===== src/core/adc_cfg_consts.svh =====
// Purpose: offsets, field positions, reset values and timing counts of the converter config link
// Assumes: 13-bit register address, one data byte per 24-bit frame, bursts continue per byte
// Notes:   shared by the device end and the host controller end
//
// Functional notes
// RULE_01: bit 6 picks clock range, fast default
// RULE_02: host picks range matching its sample rate
// RULE_03: ddr and range set through two registers
// RULE_04: host writes aux as read xor wanted
// RULE_05: test pattern replaces data, static or alternating
// RULE_06: pattern change may lag several samples
// RULE_07: custom mode field: static, alternate, reserved
// RULE_08: low nibble selects pattern, zero passes data
// RULE_09: midscale, positive and negative full scale words
// RULE_10: checkerboard and one-zero alternate, others reserved
// RULE_11: custom word one from 0xC2 low, 0xC3 high
// RULE_12: custom word two from 0xC4, 0xC5, second word
// RULE_13: host sets index 0x80, writes 0x88 sensor on
// RULE_14: heat reading returned at 0x11E low, 0x11F high
// RULE_15: host writes 0x60 to power sensor off
// RULE_16: eight-bit register holds burst stop address
// RULE_17: words keep msbs, pattern select resets zero
// RULE_18: reserved codes keep normal data flowing
`ifndef ADC_CFG_CONSTS_SVH
`define ADC_CFG_CONSTS_SVH

// ==========================================================
// register offsets
`define OFS_SERIAL_PORT_SETUP   13'h000
`define OFS_BURST_STOP_ADDRESS  13'h002
`define OFS_PART_IDENTIFIER     13'h008
`define OFS_PART_REVISION       13'h009
`define OFS_CORE_SELECT_INDEX   13'h010
`define OFS_AUX_OUTPUT_SETTING  13'h074
`define OFS_SETUP_AND_STATE     13'h075
`define OFS_PATTERN_SELECT      13'h0C0
`define OFS_CUSTOM_ONE_LOW      13'h0C2
`define OFS_CUSTOM_ONE_HIGH     13'h0C3
`define OFS_CUSTOM_TWO_LOW      13'h0C4
`define OFS_CUSTOM_TWO_HIGH     13'h0C5
`define OFS_HEAT_LOW            13'h11E
`define OFS_HEAT_HIGH           13'h11F
`define OFS_HEAT_POWER          13'h120

// ==========================================================
// fields and values
`define BIT_DLL_SLOW            6
`define BIT_DDR_ENABLE          4
`define BIT_EXT_PAGE            7
`define SETUP_STATE_MASK        8'h40
`define HEAT_POWER_ON           8'h88
`define HEAT_POWER_OFF          8'h60
`define RST_BURST_STOP          8'hFF
`define RST_BYTE                8'h00

// ==========================================================
// test pattern codes and words
`define PAT_OFF                 4'h0
`define PAT_MID                 4'h1
`define PAT_POS                 4'h2
`define PAT_NEG                 4'h3
`define PAT_CHECKER             4'h4
`define PAT_ONE_ZERO            4'h7
`define PAT_CUSTOM              4'h8
`define CUSTOM_STATIC           2'h0
`define CUSTOM_ALTERNATE        2'h1
`define WORD_MID                16'h8000
`define WORD_ONES               16'hFFFF
`define WORD_ZEROS              16'h0000
`define WORD_CHECK_A            16'hAAAA
`define WORD_CHECK_B            16'h5555

// ==========================================================
// frame layout and timing
`define INSTR_LAST_BIT          5'h0F
`define DATA_LAST_BIT           5'h17
`define FRAME_TOP_BIT           5'h17
`define BURST_RESUME_BIT        5'h10
`define CLK_PERIOD_NS           100
`define SCLK_HALF_NS            800
`define SCLK_HALF_CYC           (`SCLK_HALF_NS / `CLK_PERIOD_NS)

// ==========================================================
// host register offsets
`define HOFS_CTRL               8'h00
`define HOFS_STATUS             8'h04
`endif


===== src/core/adc_cfg_pkg.sv =====
// Purpose: state types of both link ends
// Assumes: constants come from adc_cfg_consts.svh
// Notes:   one packed struct per module holds all of its state
package adc_cfg_pkg;

   // ==========================================================
   // device end state
   typedef struct packed {
      logic [2:0]  sclkSync;
      logic [2:0]  csnSync;
      logic [2:0]  mosiSync;
      logic        sclkF;
      logic        csnF;
      logic        mosiF;
      logic [4:0]  bitCnt;
      logic [15:0] shiftIn;
      logic [12:0] addr;
      logic        isRead;
      logic        stopped;
      logic [7:0]  outByte;
      logic        miso;
      logic [7:0]  portSetup;
      logic [7:0]  burstStop;
      logic [7:0]  coreIndex;
      logic [7:0]  auxEff;
      logic [7:0]  setupState;
      logic [7:0]  patSel;
      logic [15:0] customOne;
      logic [15:0] customTwo;
      logic        sensorOn;
      logic        phase;
      logic [15:0] word;
      logic        dataValid;
   } dev_state_type;

   // ==========================================================
   // host end state
   typedef enum logic [3:0] {
      H_IDLE   = 4'b0001,
      H_SHIFT  = 4'b0010,
      H_FINISH = 4'b0100,
      H_GAP    = 4'b1000
   } host_fsm_type;

   typedef struct packed {
      host_fsm_type fsm;
      logic [3:0]   cnt;
      logic [4:0]   bitIdx;
      logic [23:0]  frame;
      logic [7:0]   rx;
      logic [7:0]   rdata;
      logic [2:0]   misoSync;
      logic         misoF;
      logic         sclk;
      logic         csn;
      logic         mosi;
      logic         busy;
      logic         pready;
      logic [31:0]  prdata;
   } host_state_type;

endpackage


===== src/core/spi_link_if.sv =====
// Purpose: serial configuration link between host controller and converter
// Assumes: host makes the link clock, mode 0 framing
// Notes:   no two-way pins; miso is driven at all times by the device
interface spi_link_if;
   logic sclk;
   logic csnN;
   logic mosi;
   logic miso;

   modport dev  (input sclk, input csnN, input mosi, output miso);
   modport host (output sclk, output csnN, output mosi, input miso);
endinterface


===== src/core/adc_cfg_device.sv =====
// Purpose: converter end: serial register bank, test pattern generator, heat readout
// Assumes: link pins sampled by clk through three flops, frame is r/w, 2 spare, 13 addr, 8 data
// Notes:   bytes after the first in a frame go to following addresses until the stop address
//
// Local design decision: the APB slave port.
`include "adc_cfg_consts.svh"

module adc_cfg_device
   import adc_cfg_pkg::*;
#(
   parameter int         OUT_W    = 12,
   parameter logic [7:0] PART_ID  = 8'h5A, // arbitrary value
   parameter logic [7:0] PART_REV = 8'h01  // arbitrary value
)(
   // clock and reset
   input  wire logic             clk,
   input  wire logic             resetn,
   // serial link
   spi_link_if.dev               link,
   // conversion data, sample timing and die heat reading
   input  wire logic [OUT_W-1:0] convData,
   input  wire logic             sampleStrobe,
   input  wire logic [15:0]      dieHeat,
   // output bus
   output      logic [OUT_W-1:0] dataOut,
   output      logic             dataValid,
   // control outputs
   output      logic             dllSlow,
   output      logic             ddrEnable,
   output      logic [1:0]       coreSelect,
   output      logic             sensorPower
);

   dev_state_type q;
   dev_state_type d;
   logic          sclkRise;
   logic          sclkFall;
   logic [15:0]   instr;
   logic [7:0]    dataByte;
   logic [12:0]   nextAddr;
   logic [15:0]   word1;
   logic [15:0]   word2;
   logic          useWord;
   logic          altWord;

   // ==========================================================
   // read decode
   function automatic logic [7:0] readByte(input logic [12:0] a, input dev_state_type s,
                                           input logic [15:0] heat);
      logic [7:0] r;
      logic       ext;
      r   = 8'h00;
      ext = s.coreIndex[`BIT_EXT_PAGE];
      case (a)
         `OFS_SERIAL_PORT_SETUP:  r = s.portSetup;
         `OFS_BURST_STOP_ADDRESS: r = s.burstStop; // RULE_16
         `OFS_PART_IDENTIFIER:    r = PART_ID;
         `OFS_PART_REVISION:      r = PART_REV;
         `OFS_CORE_SELECT_INDEX:  r = s.coreIndex;
         // readback carries the range bit folded in, undone by the host's xor
         `OFS_AUX_OUTPUT_SETTING: r = s.auxEff ^ s.setupState; // RULE_03
         `OFS_SETUP_AND_STATE:    r = s.setupState;
         `OFS_PATTERN_SELECT:     r = s.patSel;
         `OFS_CUSTOM_ONE_LOW:     r = s.customOne[7:0];
         `OFS_CUSTOM_ONE_HIGH:    r = s.customOne[15:8];
         `OFS_CUSTOM_TWO_LOW:     r = s.customTwo[7:0];
         `OFS_CUSTOM_TWO_HIGH:    r = s.customTwo[15:8];
         // sensor off or page closed reads zero
         `OFS_HEAT_LOW:  r = (ext && s.sensorOn) ? heat[7:0] : 8'h00; // RULE_14
         `OFS_HEAT_HIGH: r = (ext && s.sensorOn) ? heat[15:8] : 8'h00; // RULE_14
         default:                 r = 8'h00;
      endcase
      return r;
   endfunction

   // ==========================================================
   // pattern words
   always_comb begin
      word1   = `WORD_ZEROS;
      word2   = `WORD_ZEROS;
      useWord = 1'b0;
      altWord = 1'b0;
      case (q.patSel[3:0]) // RULE_08
         `PAT_MID: begin
            word1   = `WORD_MID; // RULE_09
            useWord = 1'b1;
         end
         `PAT_POS: begin
            word1   = `WORD_ONES; // RULE_09
            useWord = 1'b1;
         end
         `PAT_NEG: begin
            word1   = `WORD_ZEROS; // RULE_09
            useWord = 1'b1;
         end
         `PAT_CHECKER: begin
            word1   = `WORD_CHECK_A; // RULE_10
            word2   = `WORD_CHECK_B;
            useWord = 1'b1;
            altWord = 1'b1;
         end
         `PAT_ONE_ZERO: begin
            word1   = `WORD_ONES; // RULE_10
            word2   = `WORD_ZEROS;
            useWord = 1'b1;
            altWord = 1'b1;
         end
         `PAT_CUSTOM: begin
            word1 = q.customOne; // RULE_11
            word2 = q.customTwo; // RULE_12
            case (q.patSel[7:6]) // RULE_07
               `CUSTOM_STATIC: begin
                  useWord = 1'b1;
               end
               `CUSTOM_ALTERNATE: begin
                  useWord = 1'b1;
                  altWord = 1'b1;
               end
               default: begin
                  useWord = 1'b0; // RULE_18
               end
            endcase
         end
         default: begin
            useWord = 1'b0; // RULE_18
         end
      endcase
   end

   // ==========================================================
   // next state
   always_comb begin
      d        = q;
      instr    = {q.shiftIn[14:0], q.mosiF};
      dataByte = {q.shiftIn[6:0], q.mosiF};
      nextAddr = q.addr + 13'h001;
      // link pins: a change counts once the second and third flop agree
      d.sclkSync = {q.sclkSync[1:0], link.sclk};
      d.csnSync  = {q.csnSync[1:0], link.csnN};
      d.mosiSync = {q.mosiSync[1:0], link.mosi};
      if (q.sclkSync[2] == q.sclkSync[1]) begin
         d.sclkF = q.sclkSync[2];
      end
      if (q.csnSync[2] == q.csnSync[1]) begin
         d.csnF = q.csnSync[2];
      end
      if (q.mosiSync[2] == q.mosiSync[1]) begin
         d.mosiF = q.mosiSync[2];
      end
      sclkRise = d.sclkF & ~q.sclkF;
      sclkFall = ~d.sclkF & q.sclkF;

      if (q.csnF) begin
         d.bitCnt  = 5'h00;
         d.stopped = 1'b0;
      end else if (sclkRise) begin
         d.shiftIn = {q.shiftIn[14:0], q.mosiF};
         d.bitCnt  = q.bitCnt + 5'h01;
         if (q.bitCnt == `INSTR_LAST_BIT) begin
            d.isRead  = instr[15];
            d.addr    = instr[12:0];
            d.outByte = readByte(instr[12:0], q, dieHeat);
         end else if (q.bitCnt == `DATA_LAST_BIT) begin
            d.bitCnt = `BURST_RESUME_BIT;
            if (!q.isRead && !q.stopped) begin
               case (q.addr)
                  `OFS_SERIAL_PORT_SETUP:  d.portSetup = dataByte;
                  `OFS_BURST_STOP_ADDRESS: d.burstStop = dataByte; // RULE_16
                  `OFS_CORE_SELECT_INDEX:  d.coreIndex = dataByte;
                  // host sends wanted ^ old setting, so xor with the old setting lands it
                  `OFS_AUX_OUTPUT_SETTING: d.auxEff = dataByte ^ q.auxEff; // RULE_03
                  `OFS_SETUP_AND_STATE:    d.setupState = dataByte & `SETUP_STATE_MASK; // RULE_01
                  `OFS_PATTERN_SELECT:     d.patSel = dataByte; // RULE_08
                  `OFS_CUSTOM_ONE_LOW:     d.customOne[7:0] = dataByte; // RULE_11
                  `OFS_CUSTOM_ONE_HIGH:    d.customOne[15:8] = dataByte; // RULE_11
                  `OFS_CUSTOM_TWO_LOW:     d.customTwo[7:0] = dataByte; // RULE_12
                  `OFS_CUSTOM_TWO_HIGH:    d.customTwo[15:8] = dataByte; // RULE_12
                  `OFS_HEAT_POWER: begin
                     if (q.coreIndex[`BIT_EXT_PAGE] && dataByte == `HEAT_POWER_ON) begin
                        d.sensorOn = 1'b1; // RULE_13
                     end else if (q.coreIndex[`BIT_EXT_PAGE] &&
                                  dataByte == `HEAT_POWER_OFF) begin
                        d.sensorOn = 1'b0; // RULE_15
                     end
                  end
                  default: begin
                     d.sensorOn = q.sensorOn;
                  end
               endcase
            end
            // burst ends once the stop address has been served
            if (q.addr == {5'h00, q.burstStop}) begin
               d.stopped = 1'b1; // RULE_16
            end else begin
               d.addr = nextAddr;
            end
            if (q.isRead) begin
               d.outByte = readByte(nextAddr, q, dieHeat);
            end
         end
      end else if (sclkFall) begin
         d.miso    = q.outByte[7];
         d.outByte = {q.outByte[6:0], 1'b0};
      end

      // pattern follows the select at the next sample, whatever the link is doing
      d.dataValid = sampleStrobe;
      if (sampleStrobe) begin
         d.phase = ~q.phase;
         if (useWord) begin
            d.word = (altWord && q.phase) ? word2 : word1; // RULE_05 RULE_06
         end else begin
            d.word = 16'(convData) << (16 - OUT_W);
         end
      end
   end

   // ==========================================================
   // state register
   always_ff @(posedge clk or negedge resetn) begin
      if (!resetn) begin
         q            <= '0;
         q.sclkSync   <= 3'h0;
         q.csnSync    <= 3'h7;
         q.csnF       <= 1'b1;
         q.burstStop  <= `RST_BURST_STOP;
         q.patSel     <= `RST_BYTE; // RULE_17
         q.setupState <= `RST_BYTE; // RULE_01
      end else begin
         q <= d;
      end
   end

   // ==========================================================
   // outputs
   assign link.miso   = q.miso;
   assign dataOut     = q.word[15 -: OUT_W]; // RULE_17
   assign dataValid   = q.dataValid;
   assign dllSlow     = q.setupState[`BIT_DLL_SLOW]; // RULE_01
   assign ddrEnable   = q.auxEff[`BIT_DDR_ENABLE]; // RULE_03
   assign coreSelect  = q.coreIndex[1:0];
   assign sensorPower = q.sensorOn;

endmodule


===== src/flat_wrapper.sv =====
// flat-port wrapper written by rule: the top's interface ports become plain ports
module adc_cfg_device_flat import adc_cfg_pkg::*;
#(
   parameter int         OUT_W    = 12,
   parameter logic [7:0] PART_ID  = 8'h5A,                   
   parameter logic [7:0] PART_REV = 8'h01                    
)
  (clk, resetn, convData, sampleStrobe, dieHeat, dataOut, dataValid, dllSlow, ddrEnable, coreSelect, sensorPower, link_sclk, link_csnN, link_mosi, link_miso);
  spi_link_if link_i ();
  input  wire logic clk;
  input  wire logic resetn;
  input  wire logic [OUT_W-1:0] convData;
  input  wire logic sampleStrobe;
  input  wire logic [15:0] dieHeat;
  output      logic [OUT_W-1:0] dataOut;
  output      logic dataValid;
  output      logic dllSlow;
  output      logic ddrEnable;
  output      logic [1:0] coreSelect;
  output      logic sensorPower;
  input wire logic [$bits(link_i.sclk)-1:0] link_sclk;
  input wire logic [$bits(link_i.csnN)-1:0] link_csnN;
  input wire logic [$bits(link_i.mosi)-1:0] link_mosi;
  output wire logic [$bits(link_i.miso)-1:0] link_miso;
  assign link_i.sclk = link_sclk;
  assign link_i.csnN = link_csnN;
  assign link_i.mosi = link_mosi;
  assign link_miso = link_i.miso;
  adc_cfg_device #(.OUT_W(OUT_W), .PART_ID(PART_ID), .PART_REV(PART_REV)) u_core (.clk(clk), .resetn(resetn), .link(link_i), .convData(convData), .sampleStrobe(sampleStrobe), .dieHeat(dieHeat), .dataOut(dataOut), .dataValid(dataValid), .dllSlow(dllSlow), .ddrEnable(ddrEnable), .coreSelect(coreSelect), .sensorPower(sensorPower));
endmodule

===== config.mk =====
export PLATFORM = sky130hd
export DESIGN_NAME = adc_cfg_device_flat
export DESIGN_NICKNAME = d
export VERILOG_FILES = /design/src/core/adc_cfg_pkg.sv /design/src/core/spi_link_if.sv /design/src/core/adc_cfg_device.sv /design/src/flat_wrapper.sv
export VERILOG_INCLUDE_DIRS = /design/src /design/src/core
export SDC_FILE = /design/constraint.sdc
export NUM_CORES = 1
export LEC_CHECK = 0
export ABC_CLOCK_PERIOD_IN_PS = 7450
export BUFFER_PORTS_ARGS = -buffer_cell sky130_fd_sc_hd__buf_2
export CAP_MARGIN = 20
export CORE_ASPECT_RATIO = 0.8
export CORE_MARGIN = 1
export CORE_UTILIZATION = 36
export DETAILED_ROUTE_END_ITERATION = 12
export PLACE_DENSITY = 0.62
export SYNTH_ARGS = -nofsm -noshare
export SYNTH_HDL_FRONTEND = slang
export SYNTH_SLANG_ARGS = --single-unit

===== constraint.sdc =====
create_clock -name clk -period 7.45 [get_ports clk]
set_input_delay 1.1175 -clock clk [delete_from_list [all_inputs] [get_ports clk]]
set_output_delay 1.1175 -clock clk [all_outputs]
set_load 0.02 [all_outputs]

# Yosys cells after proc, flatten, opt, wreduce, memory -nomap -nowiden
# Cells that the tools add are included.
[classes] addsub=2 n_mul=0 div_mod_pow=0 n_lt_le_gt_ge=0 eq_ne=55 n_shift=0 mux=31 n_bitwise=10 reduce_logical=38
[ops] op="$pmux 8 s14" n=2
[ops] op="$eq 13x8->1 const B" n=15
[ops] op="$eq 13x7->1 const B" n=6
[ops] op="$eq 13x9->1 const B" n=5
[ops] op="$pmux 16 s4" n=1
[ops] op="$reduce_and 6->1" n=10
[ops] op="$eq 13x4->1 const B" n=4
[ops] op="$mux 8" n=5
[ops] op="$eq 13x2->1 const B" n=3
[ops] op="$eq 13x5->1 const B" n=3
[ops] op="$logic_not 13->1" n=3
[ops] op="$mux 13" n=3
[ops] op="$mux 36" n=1
[ops] op="$mux 16" n=2
[ops] op="$pmux 16 s2" n=1
[ops] op="$mux 9" n=2
[ops] op="$mux 5" n=3
[ops] op="$add 13x1->13 const B" n=1
[ops] op="$eq 13x8->1" n=1
[ops] op="$reduce_and 4->1" n=3
[ops] op="$reduce_bool 2->1" n=6
[ops] op="$mux 1" n=9
[ops] op="$eq 4x2->1 const B" n=2
[ops] op="$eq 4x3->1 const B" n=2
[ops] op="25 further kinds" n=43
[word_totals] register_bits=149 latchBits=0 ram_bits=0 rom_bits=0 in_bits=34 output_inout_bits=19 word_cells=163 mem_count=0

# Longest topological paths before layout
[logic_depth] depth_word=8 depth_mapped=13

# Worst setup path after synthesis
# OpenSTA, ideal clock, no wires.
[synth_timing] path_kind="reg-to-reg" from="register u_core.q[139] (netlist name)" to="register u_core.q[77] (netlist name)" setup_time_ns=0.128 arrival_ns=2.810 path_slack_ns=4.513 stages_incl_launch_ff=13 path_buffers=2 period_less_slack_ns=2.937 cell_sequence="dfrtp_1 > ha_1 > and3_1 > ha_1 > buf_2 > inv_1 > nand2_1 > or4_1 > nor3_2 > nand2_1 > or3_1 > buf_2 > mux2_1"
[synth_between] elab_chain_cells=3 elab_cells_between_ends=4 cone_classes="2 x eq/ne; 1 x bitwise; 1 x reduce/logical"
[synth_lines] item="start: declaration" line_no="adc_cfg_device.sv:34" text="dev_state_type q;"
[synth_lines] item="$eq 5x4->1 (no source line)"
[synth_lines] item="$not 1->1 (no source line)"
[synth_lines] item="$reduce_and 6->1 (no source line) *"
# Mark *: on every way between the ends. The rest lies on a longest branch, timed or not.
# A chain may end at the register's enable or synchronous reset.

# Worst setup path after layout
[layout_timing] from="register u_core.q[111] (netlist name)" to="register u_core.q[103] (netlist name)"
[layout_between] elab_chain_cells=7 elab_cells_between_ends=20 cone_classes="1 x add/sub; 13 x eq/ne; 5 x mux; 1 x reduce/logical"
[layout_lines] item="$add 13x1->13 *" line_no="adc_cfg_device.sv:136" text="nextAddr = q.addr + 13'h001;"
[layout_lines] item="$eq 13x9->1 (tied with other cells)" line_no="adc_cfg_device.sv:54" text="case (a)"
[layout_lines] item="$pmux 8 s14 *" line_no="adc_cfg_device.sv:54"
[layout_lines] item="$mux 8 *" line_no="adc_cfg_device.sv:197" text="if (q.isRead) begin"
[layout_lines] item="$mux 9 *" line_no="adc_cfg_device.sv:163" text="end else if (q.bitCnt == `DATA_LAST_BIT) begin"
[layout_lines] item="$mux 8 *" line_no="adc_cfg_device.sv:159" text="if (q.bitCnt == `INSTR_LAST_BIT) begin"
[layout_lines] item="$mux 8 *" line_no="adc_cfg_device.sv:156" text="end else if (sclkRise) begin"
# Mark *: on every way between the ends. The rest lies on a longest branch, timed or not. The select of a mux whose other input is x is not followed.

==> metrics.txt <==
worst path bufs/invs=0; Register Area=3620 sq um; Critical Path AT=4.49 ns; I/O pin count=53; Num CTS Buffers=17; residual DRC count=0; hold buffer count at CTS=0; Yosys warning total=0; MaxCap Viol Count=0; Hold Path Stages=0; Core Area=24400 sq um; Setup crit end kind=flop; RSZ-0062 raised after global routing=false; initial antenna violation count=2; ranking of synthesized cells by area=dfrtp_1 37%, mux2_2 8.4%, nand2_1 5.0%; DR iter-0 viols=898; #FFs+latches synth=144; FF-to-FF path depth=9; Synth top area share=0.366; syn_nets=1013; reg-to-reg critical path startpoint=u_core.q[111]; share of layout cells above drive strength 1=0.207; largest net degree at the start of global routing=75; remaining antenna violation count=0; Reg clk slew, reported paths=0.07 ns; GR Util met2=0.353; # diodes=0; first-pass GRT wire length=48.7 mm; reg2reg end=u_core.q[103]; final wirelength=32.5 mm; HPWL after DPL=23.3 mm; die height=144 um; Initial Util=0.369; Final setup viols=0; CTS tree=yes; area of the multi-input gates=4930 sq um; hold path start=u_core.d[148]; CP required=7.78 ns; GRT busiest layer=met1; worst-case hold path end point=u_core.d[149]; vias in the first global route=7559; Max Transition Viols Final=0; First-pass DRT Iterations=8; Synth top cells by count=132 x dfrtp_1, 119 x nand2_1, 67 x mux2_2; Tmin final=4.15 ns; Area Overhead vs Synth=10.8%; # clock sinks=144; Post-CTS Setup Bufs=0; Via Count=8222; clk_lat worst skew=0.43 ns; worst-path cell chain=ha_1 > and4_1 > nand2_1 > o211ai_1 > o211a_1 > o21ai_0 > a21boi_0 > o211ai_1 > o21ai_0; PostCTS Resize Cnt=0; final core utilization=0.409; distinct cell type count after synthesis=80; final net count=1017; crit share post-route=0.558; Port Buffer Count=52; Worst Skew=0.0138 ns; Via density=6.30; Synth area leader=dfrtp_1; cell area after synthesis=9020 sq um; Worst setup SP type=flop; most numerous cell in the Yosys netlist=dfrtp_1; status=finished, final reports clean; M3 GR Usage=0.0955; Post-synth EDFFs=0; global-route met1 utilization=0.377; Clock Root Buffer=clkbuf_16; post-synthesis sequential area ratio=0.401; die width=179 um; die area=25700 sq um; Placer Congestion=1.08; HP Class=flop to flop; Max Clk Rate=241 MHz; Hold Vio Cnt, Final=0; prevailing post-synth register cell=dfrtp_1; R2R Setup Slk=3.30 ns; gr usage total=0.260; LEAKAGE=4.30 nW; crit path max fanout=23; GRT overflow=0; site row count=51; Slew @ Worst Pin=1.09 ns; Worst slew margin=0.265; cell family with most CP delay=compound AO/OA/AOI/OAI gates; synthesized area per cell=9.29 sq um; ys async rst share=1.00; Wirelength per Cell=24.9 um; maximum vdd drop=0.130 mV; Crit-path slowest cell=o211a_1; Setup TNS=0 ns; FILL cells=2429; cell area power density=221 nW/um^2; Longest Clk Path Bufs=2; critical path class=flop to flop; Cells after Synth=971; crit-path max cell delay=0.74 ns; H-tree depth=4
[cells in the final DEF (no fill, tap or decap), types with 14 or more instances in the layout]
master and instances:
nand3_1 45, nor3_1 14, inv_1 17, buf_2 51, clkbuf_16 17, nand4_1 27, dfrtp_1 132, mux2i_1 19
mux2_2 67, a22o_1 19, xnor2_1 15, buf_4 17, nor4_1 14, nor2_1 48, o21ai_0 50, o22ai_1 15
a21oi_1 36, nand2_1 119, a22oi_1 19
[how the worst max path moves through the flow]
stage	from	to	slack (ns)	cells past startpoint
global route	u_core.q[111]	u_core.q[103]	3.06	9
global placement	u_core.q[111]	u_core.q[107]	3.41	9
floorplan	u_core.q[139]	u_core.q[77]	4.51	12
CTS	u_core.q[111]	u_core.q[103]	3.41	9
finish	u_core.q[111]	u_core.q[103]	3.30	9
detailed placement	u_core.q[111]	u_core.q[107]	3.41	9
[metrics by stage]
stage	area (sq um)	worst slack, ns	power (mW)	hold slack [ns]	instances
6_report	10000	3.30	2.21	0.351	1306
5_1_grt	10000	3.06	2.29	0.353	1306
4_1_cts	10000	3.41	2.21	0.351	1306
3_5_place_dp	9410	3.41	1.35	0.337	1274
3_3_place_gp	9410	3.41	1.35	0.336	1274
2_1_floorplan	9020	4.51	1.17	0.331	971
[flip-flops by register name, summed over array words and instances, names as in the netlist, 2 cells and up]
register and flops:
u_core.coreSelect 2, u_core.d 6, u_core.dataByte 8, u_core.dataOut 12, u_core.instr 8, u_core.q 103
[where the power goes]
group          switching [mW]  internal (mW)  total (mW)
logic                   0.287          0.132       0.419
clock network           0.411          0.450       0.861
registers              0.0983          0.833       0.932
total                   0.796           1.42        2.21
[cell type report]
| cell class | count | area share |
|---|---|---|
| Inverter | 17 | 0.00638 |
| Clock inverter | 15 | 0.0164 |
| Tap cell | 318 | 0.0398 |
| Clock buffer | 17 | 0.0426 |
| Timing Repair Buffer | 69 | 0.0394 |
| Sequential cell | 144 | 0.362 |
| Multi-Input combinational cell | 726 | 0.493 |
[logic make-up after synthesis]
kind of cell    Yosys count  share of synthesized area
xor+xnor                 28                     0.0280
mux                      88                      0.107
flops                   144                      0.401
compound gates          234                      0.179
buf+inv                 101                     0.0517
fa+ha+maj                10                     0.0133
simple gates            366                      0.219
[per-layer routing]
metal / vias to the layer above / share of wire
li1: 3618 / -
met1: 3995 / 0.44
met2: 509 / 0.40
met3: 96 / 0.13
met4: 4 / 0.026
met5: - / 0.0021
(Power assumes the default switching activity.)
